## config.mk

```make
export PLATFORM = sky130hd
export DESIGN_NAME = mrh_ctrl
export DESIGN_NICKNAME = d
export VERILOG_FILES = /design/src/rtl/mrh_rec_mem.v /design/src/rtl/mrh_ctrl.v
export VERILOG_INCLUDE_DIRS = /design/src /design/src/rtl
export SDC_FILE = /design/constraint.sdc
export NUM_CORES = 1
export LEC_CHECK = 0
export BUFFER_PORTS_ARGS = -buffer_cell sky130_fd_sc_hd__buf_4
export CAP_MARGIN = 30
export CORE_MARGIN = 2
export CORE_UTILIZATION = 45
export DETAILED_ROUTE_END_ITERATION = 16
export GPL_ROUTABILITY_DRIVEN = 0
export GPL_TIMING_DRIVEN = 0
export HOLD_SLACK_MARGIN = 0.02
export SYNTH_ARGS = -nofsm -noshare
export SYNTH_HDL_FRONTEND = slang
export SYNTH_SLANG_ARGS = --single-unit
```

## constraint.sdc

```tcl
create_clock -name sys_clk_in -period 3.6 [get_ports sys_clk_in]
set_clock_uncertainty 0.2 [all_clocks]
set_input_delay 0.72 -clock sys_clk_in [delete_from_list [all_inputs] [get_ports sys_clk_in]]
set_output_delay 0.72 -clock sys_clk_in [all_outputs]
set_load 0.01 [all_outputs]
```

## src/rtl/mrh_consts.vh

```
// Constants for the mask ROM host: timing, geometry and card layout.
// Assumes a 50 MHz system clock; included by bare name.
`ifndef MRH_CONSTS_VH
`define MRH_CONSTS_VH

`define MRH_CLK_MHZ      50
`define MRH_ACC_ADDR_NS  450
`define MRH_ACC_CS_NS    200
`define MRH_DIS_NS       200
`define MRH_CYC_NS       450
`define MRH_ACC_CYC      ((`MRH_ACC_ADDR_NS * `MRH_CLK_MHZ + 999) / 1000)
`define MRH_DIS_CYC      ((`MRH_DIS_NS * `MRH_CLK_MHZ + 999) / 1000)

`define MRH_ADDR_W       12
`define MRH_DATA_W       8
`define MRH_WORDS_PER_REC 32
`define MRH_LAST_WORD    5'h1f
`define MRH_LAST_REC     7'h7f

`define MRH_COL_ADDR_HI  7'h01
`define MRH_COL_ADDR_MID 7'h02
`define MRH_COL_ADDR_LO  7'h03
`define MRH_COL_BLANK    7'h04
`define MRH_COL_DATA0    7'h05
`define MRH_COL_DATA_END 7'h44
`define MRH_COL_CKS_HI   7'h45
`define MRH_COL_CKS_LO   7'h46
`define MRH_COL_CS2      7'h49
`define MRH_COL_CS1      7'h4a
`define MRH_COL_ID0      7'h4b
`define MRH_COL_ID_END   7'h50
`define MRH_COL_EOL      7'h51

`define MRH_CH_SPACE     8'h20
`define MRH_CH_ZERO      8'h30
`define MRH_CH_ONE       8'h31
`define MRH_CH_LF        8'h0a

`endif

```

## src/rtl/mrh_rec_mem.v

```verilog
// Record buffer: 32 words of 8 bits, one write port, registered read.
// Assumes writer and reader share the system clock.
`timescale 1ns/1ns
`default_nettype none
module mrh_rec_mem (
  // Clock
  input  wire       sys_clk_in,
  // Write side
  input  wire       wr_en_in,
  input  wire [4:0] wr_addr_in,
  input  wire [7:0] wr_data_in,
  // Read side
  input  wire [4:0] rd_addr_in,
  output reg  [7:0] rd_data_out
);
  reg [7:0] mem_r [0:31];

  always @(posedge sys_clk_in) begin
    if (wr_en_in) begin
      mem_r[wr_addr_in] <= wr_data_in;
    end
    rd_data_out <= mem_r[rd_addr_in];
  end
endmodule
`default_nettype wire

```

## src/rtl/mrh_ctrl.v

```verilog
// Host controller for a static 4096 x 8 mask ROM: single reads and a full card-image dump.
// Assumes the ROM pins are wired directly; data pins come from outside the clock domain.
//
// Overview of operation
// - Image covers 0 to 4095, hex bytes
// - Image is 128 records of 32 words
// - Address cols 1-3, blank 4, data 5-68
// - Checksum negates modulo-256 sum, cols 69-70
// - Col 73 second polarity, 74 first polarity
`timescale 1ns/1ns
`default_nettype none
`include "mrh_consts.vh"
module mrh_ctrl #(
  parameter [47:0] CARD_ID = 48'h515130303030 // Arbitrary device number text
) (
  // Clock and reset
  input  wire        sys_clk_in,
  input  wire        reset_n_in,
  // Chip select polarity straps, 1 is active high
  input  wire        cs_first_pol_in,
  input  wire        cs_second_pol_in,
  // Single read port
  input  wire        rd_req_in,
  input  wire [11:0] rd_addr_in,
  output wire        rd_ready_out,
  output reg         rd_ack_out,
  output reg  [7:0]  rd_data_out,
  // Card image stream
  input  wire        dump_start_in,
  output wire        dump_busy_out,
  output reg         char_valid_out,
  output reg  [7:0]  char_data_out,
  input  wire        char_ready_in,
  // ROM pins
  output reg  [11:0] rom_addr_out,
  output wire        rom_cs_first_out,
  output wire        rom_cs_second_out,
  input  wire [7:0]  rom_data_in
);
  localparam [6:0] ST_IDLE  = 7'h01;
  localparam [6:0] ST_SEL   = 7'h02;
  localparam [6:0] ST_CAPT  = 7'h04;
  localparam [6:0] ST_GAP   = 7'h08;
  localparam [6:0] ST_FETCH = 7'h10;
  localparam [6:0] ST_BUILD = 7'h20;
  localparam [6:0] ST_SEND  = 7'h40;
  localparam integer ACC_I  = `MRH_ACC_CYC;
  localparam integer DIS_I  = `MRH_DIS_CYC;
  localparam [5:0] ACC_C    = ACC_I[5:0];
  localparam [5:0] DIS_C    = DIS_I[5:0];

  reg [6:0] state_r;
  reg [5:0] cnt_r;
  reg       cs_on_r;
  reg       dump_r;
  reg [4:0] word_r;
  reg [6:0] rec_r;
  reg [6:0] col_r;
  reg [7:0] sum_r;
  reg [7:0] q1_r;
  reg [7:0] q2_r;
  reg [7:0] q3_r;
  reg [7:0] ch_nxt;

  wire [7:0]  mem_rdata;
  wire [6:0]  cm5  = col_r - `MRH_COL_DATA0;
  wire [6:0]  cid  = col_r - `MRH_COL_ID0;
  wire [11:0] rec_base = {rec_r, 5'h00};
  wire [7:0]  cks  = 8'h00 - sum_r;
  wire        mem_we = (state_r == ST_CAPT) && dump_r && (q2_r == q3_r);

  function [7:0] hex_char;
    input [3:0] n;
    begin
      hex_char = (n < 4'ha) ? (`MRH_CH_ZERO + {4'h0, n}) : (8'h37 + {4'h0, n});
    end
  endfunction

  assign rd_ready_out      = (state_r == ST_IDLE);
  assign dump_busy_out     = dump_r;
  assign rom_cs_first_out  = cs_on_r ? cs_first_pol_in : ~cs_first_pol_in;
  assign rom_cs_second_out = cs_on_r ? cs_second_pol_in : ~cs_second_pol_in;

  mrh_rec_mem u_mem (
    .sys_clk_in  (sys_clk_in),
    .wr_en_in    (mem_we),
    .wr_addr_in  (word_r),
    .wr_data_in  (q3_r),
    .rd_addr_in  (cm5[5:1]),
    .rd_data_out (mem_rdata)
  );

  // Card character for the current column
  always @* begin
    ch_nxt = `MRH_CH_SPACE;
    if (col_r == `MRH_COL_ADDR_HI) begin
      ch_nxt = hex_char(rec_base[11:8]);
    end else if (col_r == `MRH_COL_ADDR_MID) begin
      ch_nxt = hex_char(rec_base[7:4]);
    end else if (col_r == `MRH_COL_ADDR_LO) begin
      ch_nxt = hex_char(rec_base[3:0]);
    end else if (col_r >= `MRH_COL_DATA0 && col_r <= `MRH_COL_DATA_END) begin
      ch_nxt = cm5[0] ? hex_char(mem_rdata[3:0]) : hex_char(mem_rdata[7:4]);
    end else if (col_r == `MRH_COL_CKS_HI) begin
      ch_nxt = hex_char(cks[7:4]);
    end else if (col_r == `MRH_COL_CKS_LO) begin
      ch_nxt = hex_char(cks[3:0]);
    end else if (col_r == `MRH_COL_CS2) begin
      ch_nxt = cs_second_pol_in ? `MRH_CH_ONE : `MRH_CH_ZERO;
    end else if (col_r == `MRH_COL_CS1) begin
      ch_nxt = cs_first_pol_in ? `MRH_CH_ONE : `MRH_CH_ZERO;
    end else if (col_r >= `MRH_COL_ID0 && col_r <= `MRH_COL_ID_END) begin
      ch_nxt = CARD_ID[8 * (5 - cid[2:0]) +: 8];
    end else if (col_r == `MRH_COL_EOL) begin
      ch_nxt = `MRH_CH_LF;
    end
  end

  // Data pin synchroniser
  always @(posedge sys_clk_in or negedge reset_n_in) begin
    if (!reset_n_in) begin
      q1_r <= 8'h00;
      q2_r <= 8'h00;
      q3_r <= 8'h00;
    end else begin
      q1_r <= rom_data_in;
      q2_r <= q1_r;
      q3_r <= q2_r;
    end
  end

  always @(posedge sys_clk_in or negedge reset_n_in) begin
    if (!reset_n_in) begin
      state_r        <= ST_IDLE;
      cnt_r          <= 6'h00;
      cs_on_r        <= 1'b0;
      dump_r         <= 1'b0;
      word_r         <= 5'h00;
      rec_r          <= 7'h00;
      col_r          <= 7'h00;
      sum_r          <= 8'h00;
      rom_addr_out   <= 12'h000;
      rd_ack_out     <= 1'b0;
      rd_data_out    <= 8'h00;
      char_valid_out <= 1'b0;
      char_data_out  <= 8'h00;
    end else begin
      rd_ack_out <= 1'b0;
      case (state_r)
        ST_IDLE: begin
          cnt_r <= 6'h00;
          if (dump_start_in) begin
            dump_r       <= 1'b1;
            rec_r        <= 7'h00;
            word_r       <= 5'h00;
            rom_addr_out <= 12'h000;
            cs_on_r      <= 1'b1;
            state_r      <= ST_SEL;
          end else if (rd_req_in) begin
            rom_addr_out <= rd_addr_in;
            cs_on_r      <= 1'b1;
            state_r      <= ST_SEL;
          end
        end
        ST_SEL: begin
          if (cnt_r == ACC_C) begin
            state_r <= ST_CAPT;
          end else begin
            cnt_r <= cnt_r + 6'h01;
          end
        end
        ST_CAPT: begin
          if (q2_r == q3_r) begin
            cs_on_r <= 1'b0;
            cnt_r   <= 6'h00;
            state_r <= ST_GAP;
            if (!dump_r) begin
              rd_data_out <= q3_r;
              rd_ack_out  <= 1'b1;
            end
          end
        end
        ST_GAP: begin
          if (cnt_r == DIS_C) begin
            cnt_r <= 6'h00;
            if (!dump_r) begin
              state_r <= ST_IDLE;
            end else if (word_r != `MRH_LAST_WORD) begin
              word_r       <= word_r + 5'h01;
              rom_addr_out <= {rec_r, word_r + 5'h01};
              cs_on_r      <= 1'b1;
              state_r      <= ST_SEL;
            end else begin
              col_r   <= `MRH_COL_ADDR_HI;
              sum_r   <= 8'h00;
              state_r <= ST_FETCH;
            end
          end else begin
            cnt_r <= cnt_r + 6'h01;
          end
        end
        ST_FETCH: begin
          state_r <= ST_BUILD;
        end
        ST_BUILD: begin
          char_data_out  <= ch_nxt;
          char_valid_out <= 1'b1;
          state_r        <= ST_SEND;
        end
        ST_SEND: begin
          if (char_ready_in) begin
            char_valid_out <= 1'b0;
            if (col_r <= `MRH_COL_DATA_END && col_r != `MRH_COL_BLANK) begin
              sum_r <= sum_r + char_data_out;
            end
            if (col_r != `MRH_COL_EOL) begin
              col_r   <= col_r + 7'h01;
              state_r <= ST_FETCH;
            end else if (rec_r == `MRH_LAST_REC) begin
              dump_r  <= 1'b0;
              state_r <= ST_IDLE;
            end else begin
              rec_r        <= rec_r + 7'h01;
              word_r       <= 5'h00;
              rom_addr_out <= {rec_r + 7'h01, 5'h00};
              cs_on_r      <= 1'b1;
              state_r      <= ST_SEL;
            end
          end
        end
        default: begin
          state_r <= ST_IDLE;
          cs_on_r <= 1'b0;
        end
      endcase
    end
  end
endmodule
`default_nettype wire

```

### Yosys cells after proc, flatten, opt, wreduce, memory -nomap -nowiden

Memories as Yosys holds them, arrays and structs flattened. A register that Yosys moved wholly into a read port is not among the register bits.
Index checks and enable logic that the tools add are counted.

| operators by class | value |
|---|---|
| add/sub/neg operators | 21 |
| $lt $le $gt $ge | 10 |
| equality and inequality tests | 37 |
| shift operators | 1 |
| mux-type cells | 92 |
| bitwise operators | 4 |
| reductions and logical operators | 22 |

Operator list:

| kind | count |
|---|---|
| 7-bit two-way mux | 22 |
| 8-bit two-way mux | 14 |
| 12-bit two-way mux | 8 |
| 6-bit by 4-bit adder with 7-bit output (first input constant) | 12 |
| 5-bit two-way mux | 10 |
| 7-bit == test (second input constant) | 7 |
| 7-bit case mux with 7 select lines | 1 |
| 48-bit by 33-bit variable part select with 8-bit output (first input constant) | 1 |
| 12-bit case mux with 3 select lines | 1 |
| 7-bit case mux with 2 select lines | 2 |
| 4-bit < comparator (second input constant) | 6 |
| 6-bit two-way mux | 4 |
| 2-bit != test (second input constant) | 12 |
| 6-bit case mux with 4 select lines | 1 |
| 1-bit two-way mux | 23 |
| 7-bit by 2-bit == test with 1-bit output (second input constant) | 3 |
| 8-bit case mux with 2 select lines | 1 |
| 8-bit AND reduction | 2 |
| 5-bit case mux with 3 select lines | 1 |
| 5-bit AND reduction | 3 |
| 7-bit by 1-bit adder with 7-bit output (second input constant) | 2 |
| 7-bit by 1-bit == test with 1-bit output (second input constant) | 2 |
| 7-bit <= comparator (second input constant) | 2 |
| 6-bit AND reduction | 2 |
| 33 further kinds | 45 |

| word-level totals | value |
|---|---|
| register bits after elaboration | 96 |
| RAM bits | 256 |
| input bits | 27 |
| output and inout bits | 34 |
| logic and storage cells | 204 |
| memories kept | 1 |

Memories:

| name | words | width | read ports | clocked after Yosys merged registers in | wr ports | line | text |
|---|---|---|---|---|---|---|---|
| u_mem.mem_r | 32 | 8 | 1 | 1 | 1 | mrh_rec_mem.v:16 | `reg [7:0] mem_r [0:31];` |

### Logic depth before layout (Yosys ltp)

| logic depth | value |
|---|---|
| depth after elaboration | 12 |
| gate-level depth with buffers | 10 |
| gate-level depth less buffers | 9 |

### By module

From an unflattened synthesis, not the netlist that was laid out.

| unflattened totals | value |
|---|---|
| cell total of the unflattened synthesis | 1097 |
| area total of the unflattened synthesis | 16118.0 um^2 |

By module, submodules not included:

| module | times used | cells an instance | area an instance (um^2) | sequential area each (um^2) |
|---|---|---|---|---|
| mrh_rec_mem | 1 | 417 | 10053.4 | 7847.5 |
| mrh_ctrl | 1 | 680 | 6064.6 | 2378.5 |

### Worst setup path before layout

No wires, ideal clock.

| path | value |
|---|---|
| kind | register -> register |
| start point | register col_r[0] |
| end point | register u_mem.rd_data_out[5] (read register of u_mem.mem_r) |
| setup time | 0.130 ns |
| arrival time | 2.719 ns |
| path slack | 0.551 ns |
| stages on the path, launching flop included | 9 |
| path through | dfrtp_1 buf_2 inv_1 ha_1 xnor2_1 buf_4 mux4_2 a22oi_1 nand4_1 |

| on the way | value |
|---|---|
| longest elaborated chain between the ends | 1 |

Ends and longest elaborated chain:

| what | line | text |
|---|---|---|
| start, declared | mrh_ctrl.v:58 | `reg [6:0] col_r;` |
| start signal, assigned | mrh_ctrl.v:194 | `` col_r <= `MRH_COL_ADDR_HI; `` |
| start signal, assigned | mrh_ctrl.v:217 | `col_r <= col_r + 7'h01;` |
| 6-bit by 3-bit subtractor with 6-bit output (no line) | -- |  |
| end, declared | mrh_rec_mem.v:14 | `output reg [7:0] rd_data_out` |

No other way between the ends.
A chain may end at the register's enable or synchronous reset.

### Final worst setup path

| path | value |
|---|---|
| start point | register col_r[0] |
| end point | register u_mem.rd_data_out[2] (read register of u_mem.mem_r) |

Same word-level chain as after synthesis.

==> implementation parameters <==
Parameter                              Value

Status
  Outcome    finished, final reports clean

Floorplanning
  Number of top-level pins    61
  Die Wd    194 µm
  Site Rows    69
  Overall die height    194 µm
  Effective utilization at floorplan    0.456
  Die area    37500 µm²
  Core ar.    35500 µm²

Power and ir drop
  Worst ir drop on vdd    0.435 mV
  Leakage    6.75 nW
  Power density cells    499 nW/µm²

Global route
  Aggregate global routing overflow    0
  Number of antenna violations at the first check in global routing    0
  Via count of the first global-routing pass    10.1k
  GRT Util Overall    0.206
  Global-route wire length before repair    59900 µm
  Largest net degree at the start of global routing    64

Setup path
  Peak fanout along the critical path    10
  Critical-path cell list    buf_2, inv_1, ha_1, inv_1, a21oi_1, xnor2_2, buf_4, buf_2, mux4_2, a22oi_1, nand4_1
  Slowest cell delay on critical path    390 ps
  Crit start category    flop
  Required @ worst endpoint    3750 ps
  Critical-path cell with the highest stage delay    dfrtp_1
  Crit path arrival time    3600 ps
  Worst setup path category    flop to flop
  Setup crit end kind    flop

Logic synthesis
  Number of distinct library cells after synthesis    91
  Post-synthesis instance total    1120
  Portion of the post-synthesis area used by sequential elements    0.633
  Yosys warns    0
  Netlist area before placement    16200 µm²
  Predominant post-synthesis flop cell    edfxtp_1
  Synth Area per Inst    14.4 µm²
  Number of enable-type register cells in the synthesized netlist    256
  Share of synthesized registers carrying an async set or reset    0.265
  Synthesized flop and latch total    359
  Syn Nets    1177

Finish
  Fin util    0.527
  P&R area growth vs syn    15.6%
  Finished layout cell area    18700 µm²
  Commonest cells after routing, fill and taps aside    edfxtp_1 (256), dfrtp_1 (94), nor2_1 (69)
  Number of nets in the finished design    1288
  Most common cell after layout, fill and taps aside    edfxtp_1
  Fraction of final layout cells with drive strength greater than 1    0.208
  Number of antenna repair diodes    0

Worst hold path
  Classification of the worst-slack hold path    input pin to flop

STA
  Slew HR    0.326
  Final Critical Period    3440 ps
  Fin. Hold Viols    0
  Final count of negative-setup-slack endpoints    0
  Pin slew with the least headroom to its limit    1010 ps
  Final worst-path cycle share    0.957
  Final worst-path setup slack    156 ps
  Fmax achieved    290 MHz
  Max-slew violation count    0
  RSZ-0062 raised after global routing    true
  Worst hold slack    86.9 ps

Clock tree
  Total setup buffers inserted after CTS    0
  Maximum level of the CTS H-tree    2
  Register clock-pin slew on the reported worst setup and hold paths    60 ps
  CTS tree    done
  Buffer levels on the longest clock path    3
  Insertion delay of the later-clocked pin in the worst-skew pair    530 ps
  CTS Root Cell    clkbuf_16
  Num Clock Sinks    359
  Num CTS Buffers    38

Routing
  Average routed wire per standard cell    22.2 µm
  Post-detailed-route DRC marker count    0
  Sum of routed wire length over all layers    38200 µm
  Drt pass-1 iters    5
  Routed via count divided by cell count    5.83
  Via count    10.0k
  Detailed router's first-iteration violation count    784
  Remaining antenna violation count after routing    0

Run
  Max-capacitance violation count    0

Placement
  Number of input and output port buffers inserted    58
  Pre-CTS worst setup slack    -158 ps
  Area post-placement    17400 µm²
  DP Wirelength    26600 µm
layer usage:
layer | vias up | share of wire | track usage
met5 | - | 0 | 0
met4 | 0 | 0.023 | 0.0560
met3 | 64 | 0.051 | 0.0284
met2 | 291 | 0.47 | 0.326
met1 | 5066 | 0.46 | 0.302
li1 | 4597 | - | -
cells by family (layout without fill, tap and decap cells):
group,after synthesis,in the layout,share of synthesized area
AND/OR/NAND/NOR,283,283,0.0942
flip-flops,359,359,0.633
buffers and inverters,90,227,0.0252
AO/OA/AOI/OAI,240,240,0.103
other,1,1,0.000232
XOR/XNOR,34,34,0.0189
multiplexers,83,83,0.102
adder cells (fa/ha/maj),30,30,0.0237
area by class of cell:
class | count | area, µm²
Fill cell | 2897 | 16800
Tap cell | 461 | 577
Buffer | 58 | 297
Clock inverter | 19 | 156
Timing Repair Buffer | 71 | 688
Inverter | 32 | 120
Clock buffer | 47 | 1060
Sequential cell | 359 | 10200
Multi-Input combinational cell | 671 | 5560
synthesized netlist by cell type (26+ instances only):
library cell	count	share of area
edfxtp_1	256	0.48
dfrtp_1	94	0.15
nor2_1	71	0.016
mux4_2	63	0.088
nand2_1	63	0.015
o21ai_0	55	0.017
a21oi_1	42	0.013
a22oi_1	38	0.018
clkbuf_1	32	0.0074
inv_1	31	0.0072
ha_1	29	0.022
xnor2_1	26	0.014
worst max-delay path, delay by kind of cell, from the launching register on:
family | cells | cell delay (ps)
flops | 1 | 390
mux | 1 | 370
simple gates | 1 | 230
compound gates | 2 | 570
fa+ha+maj | 1 | 260
xor+xnor | 1 | 180
buf+inv | 5 | 1050
through the flow:
step,std cells,setup TNS [ps],total power [mW]
floorplan,1120,0,5.26
global placement,1639,-15570,5.59
detailed placement,1651,-798,5.64
CTS,1718,0,9.41
global route,1718,-177,9.70
finish,1718,0,9.33
power by group:
| group | switching (mW) | leakage (nW) | internal [mW] | total [mW] |
|---|---|---|---|---|
| clock network | 1.61 | 0.599 | 2.17 | 3.78 |
| registers | 0.0922 | 3.60 | 4.53 | 4.62 |
| logic | 0.534 | 2.55 | 0.390 | 0.924 |
final timing paths:
kind                                start                   end  slack (ps)  depth (start not counted)
min in group asynchronous      reset_n_in              sum_r[3]         480                          2
max                              col_r[0]  u_mem.rd_data_out[2]         160                         11
min                        rom_data_in[7]               q1_r[7]          90                          1
max in group asynchronous      reset_n_in            state_r[0]        1990                          3
min reg2reg                       q1_r[0]               q2_r[0]         150                          0
max reg2reg                      col_r[0]  u_mem.rd_data_out[2]         160                         11
repair_timing:
action	in CTS	in global routing
endpoints found under the setup margin	8	32
hold buffers	1	0
gates cloned	0	0
gates resized for setup	6	10
endpoints found under the hold margin	32	0
sequential cells by signal, indices dropped and copies added (netlist names), 8 cells and up:
name and flops:
rd_data_out 8, u_mem.mem_r 256, rom_addr_out 12, q2_r 8
q1_r 8, u_mem.rd_data_out 8, sum_r 8, q3_r 8
Note: power is estimated with default switching activity, not from simulation.
